$ cat config.mk
export PLATFORM = sky130hd
export DESIGN_NAME = arf_result_refout
export DESIGN_NICKNAME = d
export VERILOG_FILES = /design/src/shared/arf_pkg.sv /design/src/rtl/arf_code_calc.sv /design/src/rtl/arf_result_refout.sv
export VERILOG_INCLUDE_DIRS = /design/src /design/src/shared
export SDC_FILE = /design/constraint.sdc
export NUM_CORES = 1
export LEC_CHECK = 0
export BUFFER_PORTS_ARGS = -buffer_cell sky130_fd_sc_hd__buf_2
export CORE_MARGIN = 10
export CORE_UTILIZATION = 40
export CTS_CLUSTER_DIAMETER = 80
export DETAILED_ROUTE_END_ITERATION = 6
export GPL_ROUTABILITY_DRIVEN = 0
export HOLD_SLACK_MARGIN = 0.15
export PLACE_DENSITY_LB_ADDON = 0.3
export SETUP_SLACK_MARGIN = 0.1
export SYNTH_ARGS = -nofsm -noshare
export SYNTH_HDL_FRONTEND = slang
export SYNTH_SLANG_ARGS = --single-unit
$ cat constraint.sdc
create_clock -name clock -period 5.55 [get_ports clock]
set_input_delay 0 -clock clock [delete_from_list [all_inputs] [get_ports clock]]
set_output_delay 0 -clock clock [all_outputs]
set_load 0.01 [all_outputs]
$ cat src/shared/arf_cfg.svh
// Purpose: offsets, field positions, reset values and code limits for the result formatter
// Assumes: 10-bit converter core on the same clock
// Notes:   definitions only
`ifndef ARF_CFG_SVH
`define ARF_CFG_SVH

`define ARF_RES_BITS      10
`define ARF_CODE_ZERO     10'h000
`define ARF_CODE_FULL     10'h3FF
`define ARF_BIP_MAX       10'h1FF
`define ARF_BIP_MIN       10'h200
`define ARF_GAIN_LOW      5'h08
`define ARF_GAIN_HIGH     5'h14
`define ARF_MUX_DIFF_POS  4
`define ARF_MUX_GAIN_POS  0
`define ARF_MUX_TEMP      5'h0B
`define ARF_MUX_RESET     5'h00
`define ARF_REFS_1V1      2'h1
`define ARF_REFS_2V56     2'h3
`define ARF_SIGN_POS      9
`define ARF_BYTE_RESET    8'h00
`define ARF_PAD_HIGH      6'h00
`define ARF_PAD_LOW       6'h00

`endif

$ cat src/shared/arf_pkg.sv
// Purpose: types shared by the result formatter files
// Assumes: constants come from arf_cfg.svh
// Notes:   state codes are one-hot
`include "arf_cfg.svh"
package arf_pkg;

    typedef enum logic [1:0] {
        ARF_IDLE = 2'b01,
        ARF_CONV = 2'b10
    } arf_state_t;

    typedef enum logic [1:0] {
        ARF_REF_AVCC    = 2'h0,
        ARF_REF_EXT     = 2'h1,
        ARF_REF_INT_1V1 = 2'h2,
        ARF_REF_INT_2V5 = 2'h3
    } arf_ref_t;

    typedef struct packed {
        arf_state_t fsm;
        logic [9:0] result;
        logic       flag;
        logic [7:0] low;
        logic [7:0] high;
        logic [4:0] mux_lock;
        logic       bip_lock;
        arf_ref_t   ref_src;
        logic       ref_drive;
        logic       ref_high;
        logic       temp_err;
    } arf_regs_t;

endpackage : arf_pkg

$ cat src/rtl/arf_code_calc.sv
// Purpose: turns the sampled input levels into a 10-bit result code
// Assumes: samples are already scaled as level * 1024 / reference
// Notes:   purely combinational; the caller registers the code
`timescale 1ns/1ps
`include "arf_cfg.svh"
module arf_code_calc
    import arf_pkg::*;
(
    input  wire logic [9:0] pos_sample,   // positive input level code
    input  wire logic [9:0] neg_sample,   // negative input level code
    input  wire logic       diff_en,      // differential pair selected
    input  wire logic       gain_high,    // 20x gain instead of 8x
    input  wire logic       bipolar,      // two's complement mode
    output logic      [9:0] code          // formatted result code
);

    // clamp a signed product into a signed window, used by both modes
    function automatic logic [9:0] arf_clamp(input logic signed [16:0] value,
                                             input logic signed [16:0] lo,
                                             input logic signed [16:0] hi);
        logic signed [16:0] v;
        v = value;
        if (v < lo) begin
            v = lo;
        end
        if (v > hi) begin
            v = hi;
        end
        return v[9:0];
    endfunction : arf_clamp

    logic        [4:0]  gain;
    logic signed [10:0] diff;
    logic signed [16:0] prod;

    // gain and signed difference feed both differential forms
    always_comb begin
        gain = gain_high ? `ARF_GAIN_HIGH : `ARF_GAIN_LOW;
        diff = $signed({1'b0, pos_sample}) - $signed({1'b0, neg_sample});
        // widen before multiplying: a 20x product needs 16 bits, not the operands' 11
        prod = 17'(diff) * 17'($signed({1'b0, gain}));
    end

    // code selection by conversion type
    always_comb begin
        if (!diff_en) begin
            code = pos_sample;
        end else if (bipolar) begin
            code = arf_clamp(prod >>> 1, -17'sd512, 17'sd511);
        end else begin
            code = arf_clamp(prod, 17'sd0, 17'sd1023);
        end
    end

endmodule : arf_code_calc

$ cat src/rtl/arf_result_refout.sv
// Purpose: result formatting and reference output control of the converter
// Assumes: sample strobe and control bits come from logic on the same clock
// Notes:   one conversion is in flight at a time
`timescale 1ns/1ps
`include "arf_cfg.svh"
module arf_result_refout
    import arf_pkg::*;
#(
    parameter int RES_BITS = `ARF_RES_BITS
)(
    input  wire logic       clock,                        // 100 MHz clock
    input  wire logic       rst,                          // synchronous reset, high
    input  wire logic       converter_enable,             // converter switched on
    input  wire logic       conversion_start,             // start pulse
    input  wire logic       sample_valid,                 // core finished sampling, pulse
    input  wire logic [9:0] pos_sample,                   // positive input code
    input  wire logic [9:0] neg_sample,                   // negative input code
    input  wire logic [4:0] input_channel_select,         // channel and gain select
    input  wire logic       bipolar_select,               // bipolar differential mode
    input  wire logic       left_adjust_select,           // left adjust presentation
    input  wire logic [1:0] reference_select,             // reference select field
    input  wire logic       external_reference_enable,    // external reference pin used
    input  wire logic       reference_output_enable,      // reference output enable
    input  wire logic       flag_clear,                   // clear done flag, pulse
    output logic            conversion_busy,              // conversion in progress
    output logic            conversion_done_flag,         // result ready, sticky
    output logic      [7:0] result_low_byte,              // low result register
    output logic      [7:0] result_high_byte,             // high result register
    output logic            result_sign_bit,              // top result bit
    output arf_ref_t        reference_source,             // reference used by core
    output logic            reference_output_drive,       // drive enable of reference pin
    output logic            reference_output_level_high,  // 2.56V instead of 1.1V
    output logic            temp_setup_error              // temperature without 1.1V
);

    // only the 10-bit datapath exists
    if (RES_BITS != 10) begin : g_bad_width
        $error("arf_result_refout supports RES_BITS of 10 only");
    end

    localparam arf_regs_t ARF_REGS_RESET = '{
        fsm:       ARF_IDLE,
        result:    `ARF_CODE_ZERO,
        flag:      1'b0,
        low:       `ARF_BYTE_RESET,
        high:      `ARF_BYTE_RESET,
        mux_lock:  `ARF_MUX_RESET,
        bip_lock:  1'b0,
        ref_src:   ARF_REF_AVCC,
        ref_drive: 1'b0,
        ref_high:  1'b0,
        temp_err:  1'b0
    };

    // reference decode, also used by the temperature setup check
    // select and external enable
    function automatic arf_ref_t arf_ref_decode(input logic [1:0] refs,
                                                input logic       ext_en);
        arf_ref_t r;
        r = ARF_REF_AVCC;
        if (!refs[0]) begin
            r = ext_en ? ARF_REF_EXT : ARF_REF_AVCC;
        end else if (!ext_en) begin
            r = refs[1] ? ARF_REF_INT_2V5 : ARF_REF_INT_1V1;
        end
        return r;
    endfunction : arf_ref_decode

    // byte split of the stored result as high and low registers
    // left or right adjusted split
    function automatic logic [15:0] arf_present(input logic [9:0] res,
                                                input logic       left);
        logic [15:0] p;
        if (left) begin
            p = {res, `ARF_PAD_LOW};
        end else begin
            p = {`ARF_PAD_HIGH, res};
        end
        return p;
    endfunction : arf_present

    arf_regs_t  st;
    arf_regs_t  next_st;
    logic [9:0] calc_code;
    logic       finish;

    // code arithmetic runs on the channel locked at start
    arf_code_calc u_calc (
        .pos_sample (pos_sample),
        .neg_sample (neg_sample),
        .diff_en    (st.mux_lock[`ARF_MUX_DIFF_POS]),
        .gain_high  (st.mux_lock[`ARF_MUX_GAIN_POS]),
        .bipolar    (st.bip_lock),
        .code       (calc_code)
    );

    assign finish = (st.fsm == ARF_CONV) && converter_enable && sample_valid;

    // next state of the whole block
    always_comb begin
        next_st = st;
        unique case (st.fsm)
            ARF_IDLE: begin
                // selection tracks software until a conversion locks it
                next_st.ref_src = arf_ref_decode(reference_select, external_reference_enable);
                if (converter_enable && conversion_start) begin
                    next_st.fsm      = ARF_CONV;
                    next_st.mux_lock = input_channel_select;
                    next_st.bip_lock = bipolar_select;
                end
            end
            ARF_CONV: begin
                if (!converter_enable) begin
                    next_st.fsm = ARF_IDLE;   // switching off aborts, old result kept
                end else if (sample_valid) begin
                    next_st.fsm    = ARF_IDLE;
                    next_st.result = calc_code;
                end
            end
            default: begin
                next_st.fsm = ARF_IDLE;
            end
        endcase
        if (finish) begin
            next_st.flag = 1'b1;
        end else if (flag_clear) begin
            next_st.flag = 1'b0;
        end
        {next_st.high, next_st.low} = arf_present(next_st.result, left_adjust_select);
        next_st.ref_drive = converter_enable && reference_output_enable
                            && reference_select[0];
        next_st.ref_high  = reference_select[1];
        next_st.temp_err  = (input_channel_select == `ARF_MUX_TEMP)
                            && (arf_ref_decode(reference_select, external_reference_enable)
                                != ARF_REF_INT_1V1);
    end

    // single register stage for all state
    always_ff @(posedge clock) begin
        if (rst) begin
            st <= ARF_REGS_RESET;
        end else begin
            st <= next_st;
        end
    end

    // outputs straight from the state register
    assign conversion_busy             = (st.fsm == ARF_CONV);
    assign conversion_done_flag        = st.flag;
    assign result_low_byte             = st.low;
    assign result_high_byte            = st.high;
    assign result_sign_bit             = st.result[`ARF_SIGN_POS];
    assign reference_source            = st.ref_src;
    assign reference_output_drive      = st.ref_drive;
    assign reference_output_level_high = st.ref_high;
    assign temp_setup_error            = st.temp_err;

    // expected unipolar product, read only by the checks below
    logic [14:0] uni_expect;
    assign uni_expect = 15'(pos_sample - neg_sample)
                        * 15'(st.mux_lock[`ARF_MUX_GAIN_POS] ? `ARF_GAIN_HIGH : `ARF_GAIN_LOW);

    done_flag_a: assert property (@(posedge clock) disable iff (rst)
        finish |=> conversion_done_flag && !conversion_busy)
        else $error("done flag not set after conversion");

    single_code_a: assert property (@(posedge clock) disable iff (rst)
        finish && !st.mux_lock[`ARF_MUX_DIFF_POS] |=> st.result == $past(pos_sample))
        else $error("single ended result wrong");

    unipolar_clamp_a: assert property (@(posedge clock) disable iff (rst)
        finish && st.mux_lock[`ARF_MUX_DIFF_POS] && !st.bip_lock && neg_sample > pos_sample
        |=> st.result == `ARF_CODE_ZERO)
        else $error("unipolar result not clamped to zero");

    diff_gain_a: assert property (@(posedge clock) disable iff (rst)
        finish && st.mux_lock[`ARF_MUX_DIFF_POS] && !st.bip_lock
        && pos_sample >= neg_sample && (pos_sample - neg_sample) < 10'h033
        |=> st.result == $past(uni_expect[9:0]))
        else $error("differential gain wrong");

    bipolar_lock_a: assert property (@(posedge clock) disable iff (rst)
        st.fsm == ARF_IDLE && converter_enable && conversion_start
        |=> conversion_busy && st.bip_lock == $past(bipolar_select))
        else $error("bipolar mode not captured at start");

    bipolar_sign_a: assert property (@(posedge clock) disable iff (rst)
        finish && st.mux_lock[`ARF_MUX_DIFF_POS] && st.bip_lock && neg_sample > pos_sample
        |=> result_sign_bit && st.result >= `ARF_BIP_MIN)
        else $error("bipolar negative result lacks sign");

    sign_place_a: assert property (@(posedge clock) disable iff (rst)
        !$past(left_adjust_select) |-> result_high_byte[1] == result_sign_bit)
        else $error("sign bit not in high register");

    left_adjust_a: assert property (@(posedge clock) disable iff (rst)
        left_adjust_select ##1 1'b1 |-> result_low_byte[5:0] == `ARF_PAD_LOW
        && result_high_byte == st.result[9:2])
        else $error("left adjust not applied");

    right_split_a: assert property (@(posedge clock) disable iff (rst)
        !left_adjust_select |=> result_high_byte == {`ARF_PAD_HIGH, st.result[9:8]}
        && result_low_byte == st.result[7:0])
        else $error("right adjust split wrong");

    refout_hiz_a: assert property (@(posedge clock) disable iff (rst)
        !reference_output_enable || !converter_enable |=> !reference_output_drive)
        else $error("reference pin driven while disabled");

    refout_level_a: assert property (@(posedge clock) disable iff (rst)
        converter_enable && reference_output_enable && reference_select == `ARF_REFS_2V56
        |=> reference_output_drive && reference_output_level_high)
        else $error("reference output level wrong");

    ref_select_a: assert property (@(posedge clock) disable iff (rst)
        st.fsm == ARF_IDLE && reference_select == `ARF_REFS_1V1 && !external_reference_enable
        |=> reference_source == ARF_REF_INT_1V1)
        else $error("internal 1.1V reference not selected");

endmodule : arf_result_refout

### After elaboration in Yosys (flattened, before gate mapping)

Index checks and enable logic that the tools add are counted.

* register bits: 40
* input port bits: 37
* output and inout bits: 24
* logic and storage cells: 61

* add/subtract/negate cells: 1
* multipliers: 1
* order comparisons: 4
* equality and inequality tests: 6
* multiplexer cells: 24
* bitwise operators: 1
* reduce and logical (&&, ||, !) cells: 11

Operators with widths (count)
* two-way mux 17 bit: 6
* two-way mux 10 bit: 7
* > comparator 17 x 10 -> 1 bit (second input constant): 1
* > comparator 17 x 11 -> 1 bit (second input constant): 1
* less-than comparator 17 x 1 -> 1 bit (second input constant): 1
* multiplier 11 x 6 -> 17 bit: 1
* less-than comparator 16 x 10 -> 1 bit (second input constant): 1
* two-way mux 12 bit: 1
* subtractor 10 x 10 -> 11 bit: 1
* two-way mux 2 bit: 4
* logical AND 1 bit: 6
* equality test 5 x 4 -> 1 bit (second input constant): 1
* two-way mux 5 bit: 1
* two-way mux 1 bit: 4
* inequality test 2 bit (second input constant): 2
* case mux 2 bit (2 select lines): 1
* AND reduction 2 bit: 2
* OR reduction 2 bit: 2
* inequality test 3 bit (second input constant): 1
* equality test 2 x 1 -> 1 bit (second input constant): 1
* equality test 2 bit (second input constant): 1
* nonzero test 2 bit: 1
* inverter 1 bit: 1

### Depth between registers and ports, before layout

* depth in word-level cells: 14
* depth in mapped cells: 29
* mapped depth without buffers: 28

### Cells and area by module

A second synthesis with hierarchy kept.

* cell total of the unflattened synthesis: 401
* area, all modules: 3394.5 um2

By module, submodules not included
* arf_code_calc: times used 1, cells each 262, area each 1953.1 um2, seq. area each 0.0 um2
* arf_result_refout: times used 1, cells each 139, area each 1441.4 um2, seq. area each 740.7 um2

### Worst setup path after synthesis

Ideal clock, no wire load.

* path kind: input to register
* start: input port pos_sample[0]
* end: register st (netlist bit result_low_byte[7])
* setup time: 0.142 ns
* arrival: 5.171 ns
* required time: 5.408 ns
* slack: 0.237 ns
* stages: 27
* buffers on the path: 1
* path through: inv_1 -> ha_1 -> fa_1 -> nand2b_1 -> a21oi_1 -> o21a_1 -> nor2_1 -> o21bai_1 -> a21oi_1 -> xnor2_1 -> mux2_2 -> ha_1 -> clkbuf_1 -> ha_1 -> ha_1 -> a21oi_1 -> or4b_2 -> a211oi_1 -> a311oi_1 -> xor2_1 -> nand3_1 -> ha_1 -> inv_1 -> nand2_1 -> nor2_1 -> a2111oi_2 -> o32ai_1

* cells in the longest elaborated chain, start to end: 14
* elaborated cells on any way between the ends: 20
* classes of those cells: add/sub (1); mul (1); order compare (4); mux (14)

Ends and longest elaborated chain
* from (decl): line arf_result_refout.sv:16 `input wire logic [9:0] pos_sample,`
* subtractor 10 x 10 -> 11 bit (*): line arf_code_calc.sv:39 `diff = $signed({1'b0, pos_sample}) - $signed({1'b0, neg_sample});`
* multiplier 11 x 6 -> 17 bit (*): line arf_code_calc.sv:41 `prod = 17'(diff) * 17'($signed({1'b0, gain}));`
* less-than comparator 17 x 1 -> 1 bit / less-than comparator 16 x 10 -> 1 bit (equally long branches): line arf_code_calc.sv:23 `if (v < lo) begin`
* two-way mux 17 bit: line arf_code_calc.sv:23
* two-way mux 17 bit: line arf_code_calc.sv:48 `end else if (bipolar) begin`
* two-way mux 17 bit: line arf_code_calc.sv:46 `if (!diff_en) begin`
* > comparator 17 x 11 -> 1 bit / > comparator 17 x 10 -> 1 bit (equally long branches): line arf_code_calc.sv:26 `if (v > hi) begin`
* two-way mux 10 bit: line arf_code_calc.sv:26
* two-way mux 10 bit (*): line arf_code_calc.sv:48
* two-way mux 10 bit (*): line arf_code_calc.sv:46
* two-way mux 12 bit (*): line arf_result_refout.sv:115 `end else if (sample_valid) begin`
* two-way mux 10 bit (*): line arf_result_refout.sv:113 `if (!converter_enable) begin`
* two-way mux 10 bit (*): line arf_result_refout.sv:102 `unique case (st.fsm)`
* two-way mux 10 bit (*): line arf_result_refout.sv:74 `if (left) begin`
* to (signal assigned): line arf_result_refout.sv:143 `st <= next_st;`
* to (decl): line arf_result_refout.sv:82 `arf_regs_t st;`

Mark *: on every way between the ends. The rest lies on a longest branch, timed or not. The select of a mux whose other input is x is not followed.
A chain may end at the register's enable or synchronous reset.

### Worst setup path in the final report

* start: input port pos_sample[0]
* end: register st (netlist bit result_high_byte[1])

The elaborated chain is that of the path after synthesis.

==> flow_summary_export.csv <==
group,metric,value,unit
route,post_drt_wl_per_cell,14.5,um
worst_setup_path,crit_family,"compound AO/OA/AOI/OAI gates",
synthesis,synth_top_flop_cell,"dfxtp_1",
worst_hold_path,worstHoldStart,"pos_sample[2]",
synthesis,avgSynthCellArea,8.29,um^2
sta,min_period,5170,ps
layout,finalNetCount,553,
floorplanning,die_area,0.0122,mm^2
power_and_ir_drop,leakage,0.00194,uW
global_routing,grt_use_total,13.2,%
worst_setup_path,cp_max_fo,8,
place,hpwl,6480,um
sta,maxSlewHeadroom,40.3,%
floorplanning,start_util,41.7,%
sta,slew_violations,0,
clock_tree,cts_tree,"yes",
clock_tree,root_buffer,"clkbuf_8",
synthesis,synth_top_area_share,22.6,%
worst_setup_path,path_class,"in -> reg",
floorplanning,die_w,110,um
worst_setup_path,crit_required,5750,ps
worst_setup_path,r2r_end,"result_high_byte[1]$_SDFF_PP0_",
power_and_ir_drop,powerDensity,223,mW/mm^2
clock_tree,cts_buffers,5,
route,drc_errors,0,
sta,finalSetupTns,0,ps
floorplanning,core,0.00785,mm^2
sta,final-setup-viol-count,0,
floorplanning,rows,32,
power_and_ir_drop,ir_drop,0.109,mV
worst_setup_path,regToRegSetupSlack,960,ps
clock_tree,cts_buffer_depth,2,
global_routing,grt_pass1_vias,2976,
global_routing,grt_pass1_wl,14100,um
outcome,status,"finished clean",
synthesis,synth_area_leaders,"dfxtp_1, ha_1, nor2_1, buf_4, a21oi_1",
worst_hold_path,min_to,"st[30]$_SDFF_PP0_",
sta,period_share,93.2,%
synthesis,syn-cell-area,0.00327,mm^2
worst_setup_path,max_stage_delay,510,ps
layout,n_fill_cell,739,
clock_tree,clkTransAtPathRegs,70,ps
clock_tree,clock-sinks,37,
place,io_buffers,60,
layout,syn2layout_area_growth,27.3,%
layout,regArea,741,um^2
route,ant_nets,0,
layout,multi_input_area,0.00240,mm^2
route,vias_per_cell,5.25,
worst_hold_path,min_path_cells,5,
sta,rsz0062_at_grt,"false",
flow_run,maxCapViolCount,0,
worst_setup_path,worstPathArrival,5380,ps
sta,max_freq,0.193,GHz
synthesis,seq_area_frac_synth,22.6,%
worst_setup_path,path_buf_inv,5,
route,via_count,3004,
layout,antenna_cells,0,
layout,final_core_util,53.1,%
worst_setup_path,worst-r2r-cell-count,19,
route,wirelength,8280,um
global_routing,grt_overflow,0,
synthesis,synthCells,395,
route,drt_iter0_drc,97,
worst_hold_path,min_path_type,"in -> reg",
global_routing,grt_antenna_before_repair,0,
sta,hold_viol_final,0,
worst_setup_path,startpoint_type,"input port",
global_routing,grt_max_degree,23,
layout,drive_gt1_share,29.6,%
synthesis,synth-edff-count,0,
synthesis,yosys_warnings,0,
sta,finalClockSkew,4.05,ps
worst_setup_path,worstSetupEndpointType,"flip-flop",
worst_setup_path,cpMaxStageDelayCell,"fa_1",
worst_setup_path,timing.rr.start,"st[6]$_SDFFE_PP0P_",
synthesis,synth.largest_area_cell,"dfxtp_1",
sta,worst_slew_pin_slew,893,ps
route,first_pass_iters,5,
clock_tree,clk_latency,290,ps
synthesis,synth.distinct_cells,57,
floorplanning,ioPinCount,61,
floorplanning,die_h,110,um
synthesis,yosys_register_bits,37,
clock_tree,htreeDepth,2,
synthesis,ys_async_sr_fraction,0,%
## layout by cell type, fill, tap and decap left out, types with 4 or more instances in the layout
| cell | count |
|---|---|
| a2111oi_4 | 6 |
| a211oi_1 | 5 |
| a21o_1 | 10 |
| a21oi_1 | 22 |
| a21oi_2 | 6 |
| and2_1 | 6 |
| buf_2 | 60 |
| buf_4 | 20 |
| clkbuf_8 | 5 |
| dfxtp_1 | 37 |
| dlygate4sd3_1 | 20 |
| ha_1 | 38 |
| inv_1 | 27 |
| mux2i_1 | 6 |
| nand2_1 | 12 |
| nand2b_1 | 4 |
| nand3_1 | 7 |
| nand4_1 | 5 |
| nor2_1 | 47 |
| nor2b_1 | 7 |
| nor3_1 | 22 |
| o21ai_0 | 8 |
| or2_2 | 5 |
| xnor2_1 | 7 |
| xor2_1 | 6 |
## routing by layer
metal | GRT usage [%] | routed length [um] | vias to the layer above
met5 | 0 | 0 | -
met4 | 4.84 | 180 | 0
met3 | 2.00 | 373 | 13
met2 | 22.3 | 4020 | 72
met1 | 16.3 | 3710 | 1395
li1 | - | - | 1524
## power by group
| group | internal (uW) | switching, uW | total (uW) |
|---|---|---|---|
| Combinational | 218 | 257 | 475 |
| Sequential | 269 | 3.80 | 273 |
| Clock | 86.5 | 95.7 | 182 |
## Yosys cell counts (5+ instances only)
master     instances
or2_2              5
a2111oi_2          7
nor2_1            48
nand3_1            8
ha_1              43
nand4_1            5
mux2i_1            6
dfxtp_1           37
nor3_1            24
o21ai_0            9
a21o_1            10
a21oi_1           26
and2_1             6
xor2_1             6
xnor2_1            7
inv_1             28
clkbuf_1          15
nor2b_1            8
nand2_1           12
buf_4             18
nand2b_1           5
a211oi_1           6
## worst min-delay path: cells and delay by family
family          cells  cell delay (ps)
compound gates      1               80
buf+inv             1              100
simple gates        3              250
## cell type report
class / count / area share (%)
clock buffer: 5 / 1.65
clock inverter: 3 / 0.420
inverter: 29 / 2.61
multi-input combinational: 293 / 57.6
sequential: 37 / 17.8
tap: 102 / 3.06
timing repair buffer: 103 / 16.8
## worst max path at each step
stage | slack (ps) | depth (start not counted) | endpoint | startpoint
2_1_floorplan | 240 | 27 | result_low_byte[7]$_SDFF_PP0_ | pos_sample[0]
3_3_place_gp | -10 | 29 | result_low_byte[6]$_SDFF_PP0_ | pos_sample[0]
3_5_place_dp | -150 | 28 | result_low_byte[6]$_SDFF_PP0_ | pos_sample[0]
4_1_cts | 140 | 28 | result_low_byte[6]$_SDFF_PP0_ | pos_sample[0]
5_1_grt | 40 | 28 | result_high_byte[0]$_SDFF_PP0_ | pos_sample[0]
6_report | 380 | 28 | result_high_byte[1]$_SDFF_PP0_ | pos_sample[0]
## logic make-up (layout without fill, tap and decap cells)
family                   after synthesis  in the layout  synth area share, %
adder cells (fa/ha/maj)               47             47                 18.9
multiplexers                           8              8                 2.52
other                                  2              3                0.229
buffers and inverters                 66            140                 10.1
AO/OA/AOI/OAI                         86             86                 20.4
XOR/XNOR                              13             13                 3.48
AND/OR/NAND/NOR                      136            136                 21.8
flip-flops                            37             37                 22.6
## registers in the layout, indices dropped and copies added, names as in the netlist
signal and cells:
conversion_done_flag 1, reference_output_drive 1, reference_output_level_high 1, reference_source 2, result_high_byte 8, result_low_byte 8, result_sign_bit 1, st 14
temp_setup_error 1
## through the flow
stage	hold slack, ps	instance area [um^2]	setup slack [ps]	total power (uW)	instances
3_3_place_gp	232	3650	-12.1	697	541
6_report	178	4170	379	930	572
4_1_cts	155	3930	138	892	569
2_1_floorplan	135	3280	237	586	396
5_1_grt	222	4170	41.2	1010	572
3_5_place_dp	246	3650	-151	701	541
## timing repair
action / CTS / global route
endpoints found under the setup margin: 0 / 26
hold endpoints to repair: 17 / 0
resized for setup: 0 / 33
hold buffers: 20 / 0
buffers inserted: 0 / 3
Power figures use the tool's default switching activity.
